--- config.mk ---
export PLATFORM = sky130hd
export DESIGN_NAME = squelch_detect_regs
export DESIGN_NICKNAME = d
export VERILOG_FILES = /design/src/squelch_detect_pkg.sv /design/src/squelch_detect_regs.sv /design/src/method_decode.sv
export VERILOG_INCLUDE_DIRS = /design/src
export SDC_FILE = /design/constraint.sdc
export NUM_CORES = 1
export LEC_CHECK = 0
export BUFFER_PORTS_ARGS = -buffer_cell sky130_fd_sc_hd__buf_2
export CELL_PAD_IN_SITES_DETAIL_PLACEMENT = 1
export CELL_PAD_IN_SITES_GLOBAL_PLACEMENT = 1
export CORE_MARGIN = 2
export CORE_UTILIZATION = 25
export DETAILED_ROUTE_END_ITERATION = 8
export GPL_TIMING_DRIVEN = 0
export PLACE_DENSITY = 0.75
export SYNTH_ARGS = -nofsm -noshare
export SYNTH_HDL_FRONTEND = slang
export SYNTH_HIERARCHICAL = 1
export SYNTH_SLANG_ARGS = --single-unit
--- constraint.sdc ---
create_clock -name clk_i -period 1.6 [get_ports clk_i]
set_clock_uncertainty 0.15 [all_clocks]
set_input_delay 0.08 -clock clk_i [delete_from_list [all_inputs] [get_ports clk_i]]
set_output_delay 0.08 -clock clk_i [all_outputs]
set_load 0.005 [all_outputs]
--- src/squelch_detect_map.svh ---
// Purpose: Register offsets, field positions, reset values and codes
// Assumes: Register index times four gives the byte address
// Notes: Definitions only
`ifndef SQUELCH_DETECT_MAP_SVH
`define SQUELCH_DETECT_MAP_SVH

// ==========================================================
// Register indexes
`define IDX_STATUS_PIN_SQUELCH_CTRL 8'h17
`define IDX_DIVIDER_DYNAMIC_DELAY_CTRL 8'h18
`define IDX_REFERENCE_DETECT_CTRL 8'h19

// ==========================================================
// Field positions and widths
`define SQ_ZERO_BIT 0
`define SQ_ONE_BIT 1
`define SQ_WIDTH 2
`define DLY_WIDTH 6
`define DET_LSB 6
`define DET_MSB 7

// ==========================================================
// Reset values
`define SQ_RESET 2'h2
`define DLY_RESET 6'h00
`define DET_RESET 2'h1
`define REFDET_LOW_RESET 6'h00

// ==========================================================
// Detection method codes
`define DET_RISE 2'h0
`define DET_BOTH 2'h1
`define DET_FALL 2'h2
`define DET_LEVEL 2'h3

// ==========================================================
// Selector codes
`define SEL_RISE 4'h1
`define SEL_BOTH 4'h2
`define SEL_FALL 4'h4
`define SEL_LEVEL 4'h8
`define DATA_ZERO 32'h0000_0000
`endif

--- src/squelch_detect_pkg.sv ---
// Purpose: Types shared by the register slice
// Assumes: Map header supplies numbers
// Notes: None
package squelch_detect_pkg;
   typedef struct packed {
      logic [31:0] dat;
      logic ack;
   } wb_resp_t;

   typedef struct packed {
      logic [1:0] squelch;
      logic [5:0] margin_en;
      logic [1:0] sec_method;
      logic [5:0] refdet_low;
   } cfg_t;
endpackage

--- src/squelch_detect_regs.sv ---
// Summary of operation
// - Status pin one in clock mode with squelch set is muted while the source is invalid.
// - Status pin zero in clock mode with squelch set is muted while invalid; squelch resets 0.
// - A cleared squelch bit keeps the status clock running regardless of source validity.
// - A status pin not in clock mode runs normally and ignores its squelch bit.
// - Six margin delay enables in bits 0 to 5, reset 0, one per channel group.
// - Bits 7:6 select secondary detection: 0 rising, 1 both, 2 falling; reset 1.
//
// Purpose: Configuration slice for status squelch, margin delay and detect method
// Assumes: Classic Wishbone slave, one clock, synchronous reset
// Notes: Source validity and clock mode inputs are asynchronous and synchronised
//
// The implementer's own choice: the Wishbone interface to the registers.
`timescale 1ns/1ps
`include "squelch_detect_map.svh"
module squelch_detect_regs
   import squelch_detect_pkg::*;
#(
   parameter int ADDR_W = 8
) (
   input wire logic clk_i,
   input wire logic rst_i,
   input wire logic cyc_i,
   input wire logic stb_i,
   input wire logic we_i,
   input wire logic [ADDR_W-1:0] adr_i,
   input wire logic [3:0] sel_i,
   input wire logic [31:0] dat_i,
   input wire logic source_valid_i,
   input wire logic status_pin_zero_clk_mode_i,
   input wire logic status_pin_one_clk_mode_i,
   input wire logic status_pin_zero_clk_i,
   input wire logic status_pin_one_clk_i,
   output logic [31:0] dat_o,
   output logic ack_o,
   output logic status_pin_zero_o,
   output logic status_pin_one_o,
   output logic [5:0] margin_delay_en_o,
   output logic [3:0] sec_detect_select_o
);
   if (ADDR_W < 8 || ADDR_W > 32) begin : g_bad_addr_w
      $error("ADDR_W must be 8 to 32");
   end

   // ==========================================================
   // State
   typedef struct packed {
      cfg_t cfg;
      wb_resp_t resp;
      logic [2:0] sync1;
      logic [2:0] sync2;
      logic pin0;
      logic pin1;
      logic [5:0] margin;
      logic [3:0] sel;
   } state_t;

   state_t s_q;
   state_t s_d;
   logic [3:0] sel_w;

   function automatic logic [7:0] word_index(input logic [ADDR_W-1:0] a);
      return 8'(a >> 2);
   endfunction

   function automatic logic pin_gate(input logic clk_mode, input logic squelch,
                                     input logic valid, input logic clk);
      return (clk_mode && squelch && !valid) ? 1'b0 : clk;
   endfunction

   method_decode u_dec (
      .method_i(s_q.cfg.sec_method),
      .select_o(sel_w)
   );

   // ==========================================================
   // Next state
   always_comb begin
      s_d = s_q;
      s_d.sync1 = {source_valid_i, status_pin_one_clk_mode_i, status_pin_zero_clk_mode_i};
      s_d.sync2 = s_q.sync1;
      s_d.resp.ack = 1'b0;
      s_d.resp.dat = `DATA_ZERO;
      if (cyc_i && stb_i && !s_q.resp.ack) begin
         s_d.resp.ack = 1'b1;
         unique case (word_index(adr_i))
            `IDX_STATUS_PIN_SQUELCH_CTRL: begin
               s_d.resp.dat = {30'h0, s_q.cfg.squelch};
               if (we_i && sel_i[0]) begin
                  s_d.cfg.squelch = dat_i[`SQ_WIDTH-1:0];
               end
            end
            `IDX_DIVIDER_DYNAMIC_DELAY_CTRL: begin
               s_d.resp.dat = {26'h0, s_q.cfg.margin_en};
               if (we_i && sel_i[0]) begin
                  s_d.cfg.margin_en = dat_i[`DLY_WIDTH-1:0];
               end
            end
            `IDX_REFERENCE_DETECT_CTRL: begin
               s_d.resp.dat = {24'h00_0000, s_q.cfg.sec_method, s_q.cfg.refdet_low};
               if (we_i && sel_i[0]) begin
                  s_d.cfg.sec_method = dat_i[`DET_MSB:`DET_LSB];
                  s_d.cfg.refdet_low = dat_i[`DET_LSB-1:0];
               end
            end
            default: s_d.resp.dat = `DATA_ZERO;
         endcase
      end
      s_d.pin0 = pin_gate(s_q.sync2[0], s_q.cfg.squelch[`SQ_ZERO_BIT], s_q.sync2[2],
                          status_pin_zero_clk_i);
      s_d.pin1 = pin_gate(s_q.sync2[1], s_q.cfg.squelch[`SQ_ONE_BIT], s_q.sync2[2],
                          status_pin_one_clk_i);
      s_d.margin = s_q.cfg.margin_en;
      s_d.sel = sel_w;
   end

   always_ff @(posedge clk_i) begin
      if (rst_i) begin
         s_q <= '0;
         s_q.cfg.squelch <= `SQ_RESET;
         s_q.cfg.margin_en <= `DLY_RESET;
         s_q.cfg.sec_method <= `DET_RESET;
         s_q.cfg.refdet_low <= `REFDET_LOW_RESET;
         s_q.sel <= `SEL_BOTH;
      end else begin
         s_q <= s_d;
      end
   end

   assign dat_o = s_q.resp.dat;
   assign ack_o = s_q.resp.ack;
   assign status_pin_zero_o = s_q.pin0;
   assign status_pin_one_o = s_q.pin1;
   assign margin_delay_en_o = s_q.margin;
   assign sec_detect_select_o = s_q.sel;

   // ==========================================================
   // Checks
   a_pin_one_mute: assert property (
      @(posedge clk_i) disable iff (rst_i)
      (s_q.sync2[1] && s_q.cfg.squelch[`SQ_ONE_BIT] && !s_q.sync2[2])
      |=> !status_pin_one_o
   )
   else $error("status pin one not muted");

   a_pin_zero_mute: assert property (
      @(posedge clk_i) disable iff (rst_i)
      (s_q.sync2[0] && s_q.cfg.squelch[`SQ_ZERO_BIT] && !s_q.sync2[2])
      |=> !status_pin_zero_o
   )
   else $error("status pin zero not muted");

   a_valid_pass_one: assert property (
      @(posedge clk_i) disable iff (rst_i)
      s_q.sync2[2]
      |=> status_pin_one_o == $past(status_pin_one_clk_i)
   )
   else $error("pin one blocked with valid source");

   a_squelch_off_pass: assert property (
      @(posedge clk_i) disable iff (rst_i)
      !s_q.cfg.squelch[`SQ_ZERO_BIT]
      |=> status_pin_zero_o == $past(status_pin_zero_clk_i)
   )
   else $error("pin zero blocked with squelch off");

   a_squelch_off_one: assert property (
      @(posedge clk_i) disable iff (rst_i)
      !s_q.cfg.squelch[`SQ_ONE_BIT]
      |=> status_pin_one_o == $past(status_pin_one_clk_i)
   )
   else $error("pin one blocked with squelch off");

   a_no_clk_mode: assert property (
      @(posedge clk_i) disable iff (rst_i)
      !s_q.sync2[1]
      |=> status_pin_one_o == $past(status_pin_one_clk_i)
   )
   else $error("pin one blocked outside clock mode");

   a_no_clk_zero: assert property (
      @(posedge clk_i) disable iff (rst_i)
      !s_q.sync2[0]
      |=> status_pin_zero_o == $past(status_pin_zero_clk_i)
   )
   else $error("pin zero blocked outside clock mode");

   // ==========================================================
   // Register checks
   a_squelch_write: assert property (
      @(posedge clk_i) disable iff (rst_i)
      (ack_o && $past(we_i && sel_i[0]) && $past(word_index(adr_i)) == `IDX_STATUS_PIN_SQUELCH_CTRL)
      |-> s_q.cfg.squelch == $past(dat_i[`SQ_WIDTH-1:0])
   )
   else $error("squelch bits not written");

   a_squelch_readback: assert property (
      @(posedge clk_i) disable iff (rst_i)
      (ack_o && $past(!we_i) && $past(word_index(adr_i)) == `IDX_STATUS_PIN_SQUELCH_CTRL)
      |-> dat_o == {30'h0, $past(s_q.cfg.squelch)}
   )
   else $error("squelch read data wrong");

   a_margin_follow: assert property (
      @(posedge clk_i) disable iff (rst_i)
      (ack_o && $past(we_i && sel_i[0]) && $past(word_index(adr_i)) == `IDX_DIVIDER_DYNAMIC_DELAY_CTRL)
      |=> margin_delay_en_o == $past(dat_i[`DLY_WIDTH-1:0], 2)
   )
   else $error("margin enables not updated");

   a_margin_refused: assert property (
      @(posedge clk_i) disable iff (rst_i)
      (cyc_i && stb_i && !ack_o && we_i && !sel_i[0])
      |=> $stable(s_q.cfg.margin_en)
   )
   else $error("margin changed by refused write");

   a_method_readback: assert property (
      @(posedge clk_i) disable iff (rst_i)
      (ack_o && $past(!we_i) && $past(word_index(adr_i)) == `IDX_REFERENCE_DETECT_CTRL)
      |-> dat_o[`DET_MSB:`DET_LSB] == $past(s_q.cfg.sec_method)
   )
   else $error("method read data wrong");

   a_method_rise: assert property (
      @(posedge clk_i) disable iff (rst_i)
      (s_q.cfg.sec_method == `DET_RISE)
      |=> sec_detect_select_o == `SEL_RISE
   )
   else $error("rising method not selected");

   a_method_both: assert property (
      @(posedge clk_i) disable iff (rst_i)
      (s_q.cfg.sec_method == `DET_BOTH)
      |=> sec_detect_select_o == `SEL_BOTH
   )
   else $error("both edges method not selected");

   a_method_map: assert property (
      @(posedge clk_i) disable iff (rst_i)
      (s_q.cfg.sec_method == `DET_FALL)
      |=> sec_detect_select_o == `SEL_FALL
   )
   else $error("falling method not selected");

   a_level_map: assert property (
      @(posedge clk_i) disable iff (rst_i)
      (s_q.cfg.sec_method == `DET_LEVEL)
      |=> sec_detect_select_o == `SEL_LEVEL
   )
   else $error("level detector not selected");

   // ==========================================================
   // Bus checks
   a_ack_one: assert property (
      @(posedge clk_i) disable iff (rst_i)
      ack_o
      |=> !ack_o
   )
   else $error("ack held too long");

   a_ack_answer: assert property (
      @(posedge clk_i) disable iff (rst_i)
      (cyc_i && stb_i && !ack_o)
      |=> ack_o
   )
   else $error("request not answered");

   a_dat_idle_zero: assert property (
      @(posedge clk_i) disable iff (rst_i)
      !ack_o
      |-> dat_o == `DATA_ZERO
   )
   else $error("read data not zero when idle");

   a_unmapped_zero: assert property (
      @(posedge clk_i) disable iff (rst_i)
      (ack_o && $past(word_index(adr_i)) != `IDX_STATUS_PIN_SQUELCH_CTRL
         && $past(word_index(adr_i)) != `IDX_DIVIDER_DYNAMIC_DELAY_CTRL
         && $past(word_index(adr_i)) != `IDX_REFERENCE_DETECT_CTRL)
      |-> dat_o == `DATA_ZERO
   )
   else $error("unmapped read not zero");

   // ==========================================================
   // Coverage
   c_write: cover property (
      @(posedge clk_i) ack_o && $past(we_i)
   );

   c_mute: cover property (
      @(posedge clk_i) s_q.sync2[1] && !s_q.sync2[2]
   );

   c_level: cover property (
      @(posedge clk_i) s_q.cfg.sec_method == `DET_LEVEL
   );

   c_refused_write: cover property (
      @(posedge clk_i) cyc_i && stb_i && we_i && !sel_i[0] && !ack_o
   );

   c_pin_zero_mute: cover property (
      @(posedge clk_i) s_q.sync2[0] && s_q.cfg.squelch[`SQ_ZERO_BIT] && !s_q.sync2[2]
   );
endmodule

--- src/method_decode.sv ---
// Purpose: Decode the secondary detection method into one-hot selects
// Assumes: Two-bit method code
// Notes: Combinational
`timescale 1ns/1ps
`include "squelch_detect_map.svh"
module method_decode (
   input wire logic [1:0] method_i,
   output logic [3:0] select_o
);
   // ==========================================================
   // Decode
   always_comb begin
      unique case (method_i)
         `DET_RISE: select_o = `SEL_RISE;
         `DET_BOTH: select_o = `SEL_BOTH;
         `DET_FALL: select_o = `SEL_FALL;
         `DET_LEVEL: select_o = `SEL_LEVEL;
      endcase
   end
endmodule

==> results of run 1 <==
## logic make-up after synthesis
kind of cell,after synthesis,synth area share (%)
DFF,43,44.8
other,1,0.195
muxes,16,8.33
AOI/OAI and AO/OA,9,3.00
buffers and inverters,59,20.4
and+or+nand+nor,68,23.2
## cells in the mapped netlist, drive strengths merged, types with 3 or more instances
master,n,area share (%)
nand2b,21,6.8
inv,9,1.8
a21oi,4,1.0
nor2,5,0.98
nor2b,11,3.6
clkbuf,4,0.78
buf,46,18
nand3,14,3.6
and2,3,1.0
mux2i,16,8.3
dfxtp,43,45
## sequential cells by signal (all words and copies together), names as in the netlist
register	cells
ack_o	1
dat_o	8
status_pin_zero_o	1
margin_delay_en_o	6
status_pin_one_o	1
sec_detect_select_o	4
s_d	9
s_q	13
## layout make-up
cell class / count / area, um^2
Sequential cell: 43 / 861
Tap cell: 99 / 124
Multi-Input combinational cell: 117 / 754
Buffer: 50 / 359
Timing Repair Buffer: 58 / 355
Clock inverter: 3 / 15.0
Fill cell: 868 / 4760
Clock buffer: 5 / 68.8
Inverter: 9 / 33.8
## per-layer routing
layer  up-vias  routed length [um]  part of all wire, %
met5         -                   0                    0
met4         0                 105                  2.5
met3         9                 198                  4.8
met2        41                2160                   52
met1       642                1680                   41
li1        748                   -                    -
## where the power goes
part           total, mW  internal (mW)  switching [mW]  leakage [nW]
logic              0.194          0.110          0.0844         0.900
clock network      0.651          0.299           0.352        0.0477
registers           1.08           1.08         0.00262         0.348
## worst min-delay path, delay by kind of cell
| family | cells | cell delay [ns] |
|---|---|---|
| buf+inv | 1 | 0.10 |
| simple gates | 2 | 0.18 |
| compound gates | 1 | 0.06 |
## worst paths after layout
path                                    endpoint  startpoint  cells after the start  slack [ns]
worst max-delay path                    dat_o[0]       ack_o                      3        0.11
worst max register to register          dat_o[0]       ack_o                      3        0.11
worst min register to register  status_pin_one_o     s_q[13]                      1        0.28
worst min-delay path                    dat_o[3]    adr_i[7]                      4        0.04
## metrics by stage
stage	utilization [%]	TNS, ns
finish	35.1	0
global route	35.1	0
CTS	35.1	0
detailed placement	32.2	-0.0255
global placement	32.2	0
floorplan	-	0
==> run summary, run 1 <==
Final Hold Viols = 0
RSZ-0062 raised after global routing = false
Pre-Repair DR Iteration Count = 2
Yosys cell types = 31
Site Rows = 31
GRT Max-Usage Layer = met2
status = finished, final reports clean
root buffer cell = clkbuf_8
async set-reset flop share out of synthesis = 0%
EDFF count, synth = 0
slowest cell on the critical path = and4bb_2
Slew headroom = 61.0%
CTS Hold Bufs = 13
clock sink total = 43
Vias/cell = 3.75
Critical Path Source Type = flip-flop
antenna cells = 0
total track usage = 9.98%
WL per Instance = 10.8 um
Total Wirelength = 4150 um
Final min period = 1.49 ns
placed cell area = 2360 um^2
Finished Cell Area = 2570 um^2
largest net degree at the start of global routing = 14
share of post-route cells with drive strength above 1 = 37.5%
worst min-delay path category = input pin to flip-flop
TritonCTS clock tree = done
met3 Use GR = 2.05%
Avg Cell Area, Syn = 9.81 um^2
Detail Route Antenna Nets = 0
Placement Setup Slack = -0.0144 ns
Worst VDD drop = 0.000311 V
num ports = 99
Largest delay share family, worst path = compound AO/OA/AOI/OAI gates
leakage power = 1.30 nW
WP data arrival = 1.53 ns
grt ovf = 0
antenna violations before repair = 0
worst-skew pair later-pin latency = 0.29 ns
Nets = 338
die width = 91.7 um
placeable core region = 7330 um^2
Max Cap Violations = 0
Hold WS = 0.0383 ns
Cell Pwr Density = 750 nW/um^2
IO Port Bufs = 45
worst-path maximum fanout = 6
final setup margin = 0.111 ns
vias in the first global route = 1434
#FFs+latches synth = 43
buffer and inverter count on the worst path = 0
mapped cell area = 1920 um^2
total power = 1.93 mW
die footprint = 8400 um^2
Initial DRC Count = 14
Worst Path Required = 1.64 ns
Yosys warnings = 6
Fmax = 0.672 GHz
count of final setup violators = 0
most frequent cells in the layout = buf_2, buf_4, dfxtp_1
Clock Path Buffers = 2
predominant post-synthesis flop cell = dfxtp_1
via count = 1440
met2 usage = 18.3%
gpl congestion = 0.744
post-synthesis instance total = 196
DP Cell Count = 363
first-pass GRT wire length = 6600 um
CTS H-tree depth = 2
final cell count without fillers = 384
Die Height = 91.7 um
clock transition at the registers of the reported paths = 0.08 ns
Worst Max-Slew Pin Slew = 0.583 ns
Gates resized, CTS repair = 0
Initial Util = 26.2%
Num CTS Buffers = 5
CP Capture Type = flip-flop
commonest non-fill, non-tap cell in the layout = buf_2
GR Util met1 = 10.8%
hpwl dp = 3240 um
crit share post-route = 93.0%
Layout area overhead = 33.8%
Worst Setup Path Type = flip-flop to flip-flop
post-synthesis sequential area ratio = 44.8%
max-slew violation count = 0
postcts setup bufs = 0
# DRC = 0
CP peak stage delay = 0.34 ns
critical-path cell list = and4bb_2 -> o211ai_1 -> a31oi_1
Power figures use the tool's default switching activity.
==> run 2, diff against run 1 <==
--- a/config.mk
+++ b/config.mk
@@ -13,7 +13,9 @@
 export CORE_UTILIZATION = 25
 export DETAILED_ROUTE_END_ITERATION = 8
 export GPL_TIMING_DRIVEN = 0
+export HOLD_SLACK_MARGIN = 0.02
 export PLACE_DENSITY = 0.75
+export REMOVE_ABC_BUFFERS = 1
 export SYNTH_ARGS = -nofsm -noshare
 export SYNTH_HDL_FRONTEND = slang
 export SYNTH_HIERARCHICAL = 1
==> run 2 against run 1 <==
  * Routed wire length is 6.2% lower
  * Register-to-register slack worse by 0.05 ns
  * Utilization is 3.9 points lower
  * Combinational power is 22% lower
  * Setup slack worse by 0.048 ns
  * Fmax is 3.1% lower
  * Clock power is 14% higher
  * Die area stayed put
  * Critical path depth stayed put
  * Largest cell class unchanged
  * Highest routed layer unchanged
==> run summary, run 2 (synthesized netlist as in run 1, its figures left out) <==
Max Cap Violations = 0
Hold Path Depth = 2
# DRC = 0
worst-path maximum fanout = 6
gpl congestion = 0.725
layout filler cell count = 878
largest net degree at the start of global routing = 39
placeable core region = 7330 um^2
Largest register FFs = 13
clock transition at the registers of the reported paths = 0.07 ns
Layout area overhead = 18.9%
worst-skew pair later-pin latency = 0.29 ns
commonest non-fill, non-tap cell in the layout = buf_2
count of final setup violators = 0
leakage power = 1.08 nW
Worst Setup Path Type = flip-flop to flip-flop
Nets = 295
crit share post-route = 96.0%
Fin Setup TNS = 0 ns
Num CTS Buffers = 5
Worst VDD drop = 0.000279 V
CP peak stage delay = 0.47 ns
Total Wirelength = 3890 um
RSZ-0062 raised after global routing = false
TritonCTS clock tree = done
slowest cell on the critical path = and4_1
most frequent cells in the layout = buf_2, dfxtp_1, conb_1
Cell Pwr Density = 864 nW/um^2
Initial Util = 26.2%
Largest delay share family, worst path = simple AND/OR/NAND/NOR gates
FF/Latch Area = 861 um^2
Vias/cell = 3.91
Final Hold Viols = 0
Worst Max-Slew Pin Slew = 0.637 ns
Site Rows = 31
Initial DRC Count = 24
Die Height = 91.7 um
status = finished, final reports clean
max-slew violation count = 0
Worst Path Required = 1.67 ns
via count = 1333
die width = 91.7 um
multi-input logic area = 754 um^2
clock sink total = 43
WP data arrival = 1.61 ns
num ports = 99
first-pass GRT wire length = 6030 um
Largest Register = s_q
Fmax = 0.651 GHz
worst r2r path cells = 3
WL per Instance = 11.4 um
Detail Route Antenna Nets = 0
die footprint = 8400 um^2
Final min period = 1.54 ns
Pre-Repair DR Iteration Count = 4
WP depth = 3
critical-path cell list = and3b_1 -> and4_1 -> mux2i_1
CP Capture Type = flip-flop
buffer and inverter count on the worst path = 0
total track usage = 9.20%
Clock Path Buffers = 2
vias in the first global route = 1272
IO Port Bufs = 45
Slew headroom = 57.4%
Gates resized, CTS repair = 0
share of post-route cells with drive strength above 1 = 26.9%
grt ovf = 0
antenna violations before repair = 0
worst min-delay path category = input pin to flip-flop
Critical Path Source Type = flip-flop
CTS H-tree depth = 2
Hold WS = 0.0333 ns
hpwl dp = 2670 um
antenna cells = 0
root buffer cell = clkbuf_8
[run 2: cell types whose count changed in the layout (fill, tap and decap cells not counted), sizes merged]
cell,previous run,this run
buf,91,50
clkinv,3,0
dlygate4sd3,13,15
clkbuf,9,8
[run 2: what timing repair did]
| action | CTS | global route |
|---|---|---|
| hold endpoints to repair | 23 | 0 |
| hold buffers | 15 | 0 |
| buffers inserted | 0 | 5 |
| setup endpoints to repair | 0 | 3 |
[run 2: path summary, 6_finish.rpt]
path                              start          endpoint  slack, ns
worst max-delay path              ack_o            s_d[7]       0.06
worst min-delay path              stb_i             ack_o       0.03
worst max register to register    ack_o            s_d[7]       0.06
worst min register to register  s_q[13]  status_pin_one_o       0.28
[run 2: worst reg2reg max path, stage by stage, from the launching register on]
cell and delay, ns:
dfxtp_1 0.32, and3b_1 0.30, and4_1 0.47, mux2i_1 0.23
[run 2: layer usage]
metal	global-route usage, %	vias up	share of wire (%)
met2	16.1	48	50
met5	0	-	0
met3	3.45	7	7.0
met4	3.41	0	1.6
met1	10.1	615	41
li1	-	663	-
[run 2: final cells by class]
type	count	area share [%]
sequential	43	37.7
clock buffer	8	4.38
inverter	9	1.48
tap	99	5.42
timing repair buffer	65	18.1
multi-input combinational	117	33.0
[run 2: power breakdown]
part	switching, mW	total, mW	internal (mW)
Clock	0.347	0.741	0.394
Sequential	0.00276	1.08	1.08
Combinational	0.0741	0.151	0.0770
Total	0.424	1.98	1.55
[run 2: through the flow]
step | total power, mW | instance area, um^2 | setup slack, ns | cells | util (%)
2_1_floorplan | 1.16 | 1650 | 0.218 | 169 | -
3_3_place_gp | 1.22 | 2000 | -0.177 | 313 | 27.3
3_5_place_dp | 1.22 | 2000 | -0.223 | 313 | 27.3
4_1_cts | 2.00 | 2250 | 0.0594 | 336 | 30.7
5_1_grt | 2.06 | 2290 | 0.00614 | 341 | 31.2
6_report | 1.98 | 2290 | 0.0632 | 341 | 31.2
==> run 3, diff against run 2 <==
==> constraint.sdc (replaced) <==
create_clock -name clk_i -period 1.9 [get_ports clk_i]
set_clock_uncertainty 0.15 [all_clocks]
set_input_delay 0.095 -clock clk_i [delete_from_list [all_inputs] [get_ports clk_i]]
set_output_delay 0.095 -clock clk_i [all_outputs]
set_load 0.005 [all_outputs]
==> run 3 against run 2 <==
  * Sequential share of layout area increased by 0.97 points
  * Global-route usage decreased by 0.24 points
  * Combinational power decreased by 23%
  * Design area decreased by 2.5%
  * Non-clock buffer count decreased by 7
  * Hold slack got worse by 0.0054 ns
  * Highest routed layer unchanged
==> run summary, run 3 (synthesized netlist as in run 1, its figures left out) <==
worst-skew pair later-pin latency = 0.29 ns
Largest Register = s_q
Cell Pwr Density = 743 nW/um^2
Worst Max-Slew Pin Slew = 0.647 ns
Critical Path Source Type = flip-flop
root buffer cell = clkbuf_8
vias in the first global route = 1249
crit share post-route = 80.8%
final core utilization = 30.4%
hpwl dp = 2670 um
Fin Setup TNS = 0 ns
WP data arrival = 1.61 ns
clock sink total = 43
Total Wirelength = 3670 um
Worst VDD drop = 0.000236 V
worst-path maximum fanout = 6
share of post-route cells with drive strength above 1 = 25.5%
Final min period = 1.54 ns
slowest cell on the critical path = and4_1
Hold Path Depth = 4
Worst Setup Path Type = flip-flop to flip-flop
total track usage = 8.96%
max-slew violation count = 0
num ports = 99
leakage power = 1.04 nW
Initial DRC Count = 22
Initial Util = 26.2%
WP depth = 3
Die Height = 91.7 um
IO Port Bufs = 45
# DRC = 0
die width = 91.7 um
postcts setup bufs = 0
Slew headroom = 56.8%
worst r2r path cells = 3
WL per Instance = 11.0 um
critical-path cell list = and3b_1 -> and4_1 -> mux2i_1
Largest delay share family, worst path = simple AND/OR/NAND/NOR gates
largest net degree at the start of global routing = 39
placed cell area = 2000 um^2
Nets = 288
Worst Path Required = 1.98 ns
RSZ-0062 raised after global routing = false
Clock Path Buffers = 2
Layout area overhead = 16.0%
Gates resized, CTS repair = 0
Finished Cell Area = 2230 um^2
status = finished, final reports clean
Detail Route Antenna Nets = 0
count of final setup violators = 0
via count = 1298
first-pass GRT wire length = 5890 um
worst min-delay path category = input pin to flip-flop
die footprint = 8400 um^2
Vias/cell = 3.89
Max Cap Violations = 0
Num CTS Buffers = 5
most frequent cells in the layout = buf_2, dfxtp_1, conb_1
CTS Hold Bufs = 13
CP Capture Type = flip-flop
grt ovf = 0
gpl congestion = 0.725
Pre-Repair DR Iteration Count = 4
antenna violations before repair = 0
layout filler cell count = 876
CTS H-tree depth = 2
final cell count without fillers = 334
TritonCTS clock tree = done
Site Rows = 31
Fmax = 0.651 GHz
clock transition at the registers of the reported paths = 0.07 ns
Final Hold Viols = 0
CP peak stage delay = 0.47 ns
commonest non-fill, non-tap cell in the layout = buf_2
Largest register FFs = 13
DP Cell Count = 313
placeable core region = 7330 um^2
antenna cells = 0
buffer and inverter count on the worst path = 0
-- run 3: worst register-to-register path: cells and delay by family, from the launching register on --
family / cells / cell delay [ns]
AND/OR/NAND/NOR: 2 / 0.77
flip-flops: 1 / 0.32
multiplexers: 1 / 0.23
-- run 3: power by group --
group / total (mW) / internal (mW) / leakage (nW) / switching (mW)
Sequential: 0.912 / 0.910 / 0.348 / 0.00233
Combinational: 0.117 / 0.0580 / 0.645 / 0.0591
Clock: 0.627 / 0.332 / 0.0515 / 0.295
Total: 1.66 / 1.30 / 1.04 / 0.357
-- run 3: layout make-up --
| cell class | count | area [um^2] | area share [%] |
|---|---|---|---|
| Clock buffer | 8 | 100 | 4.49 |
| Inverter | 9 | 33.8 | 1.52 |
| Multi-Input combinational cell | 117 | 754 | 33.9 |
| Sequential cell | 43 | 861 | 38.6 |
| Tap cell | 99 | 124 | 5.56 |
| Timing Repair Buffer | 58 | 355 | 15.9 |
-- run 3: final timing paths --
path,from,end,slack (ns)
max,ack_o,s_d[7],0.36
min,adr_i[2],dat_o[2],0.03
max reg2reg,ack_o,s_d[7],0.36
min reg2reg,s_q[13],status_pin_one_o,0.28
-- run 3: routing by layer --
metal	vias up	global-route usage [%]	wire length, um
met5	-	0	0
met4	0	3.41	64
met3	7	3.45	262
met2	44	15.4	1790
met1	599	9.97	1560
li1	648	-	-
-- run 3: per-stage QoR --
step	worst slack (ns)	hold slack, ns	power [mW]
after floorplan	0.503	0.0166	0.980
after global placement	0.108	0.173	1.03
after detailed placement	0.0616	0.160	1.03
after CTS	0.359	0.0264	1.68
after global routing	0.266	0.0416	1.73
final	0.364	0.0279	1.66
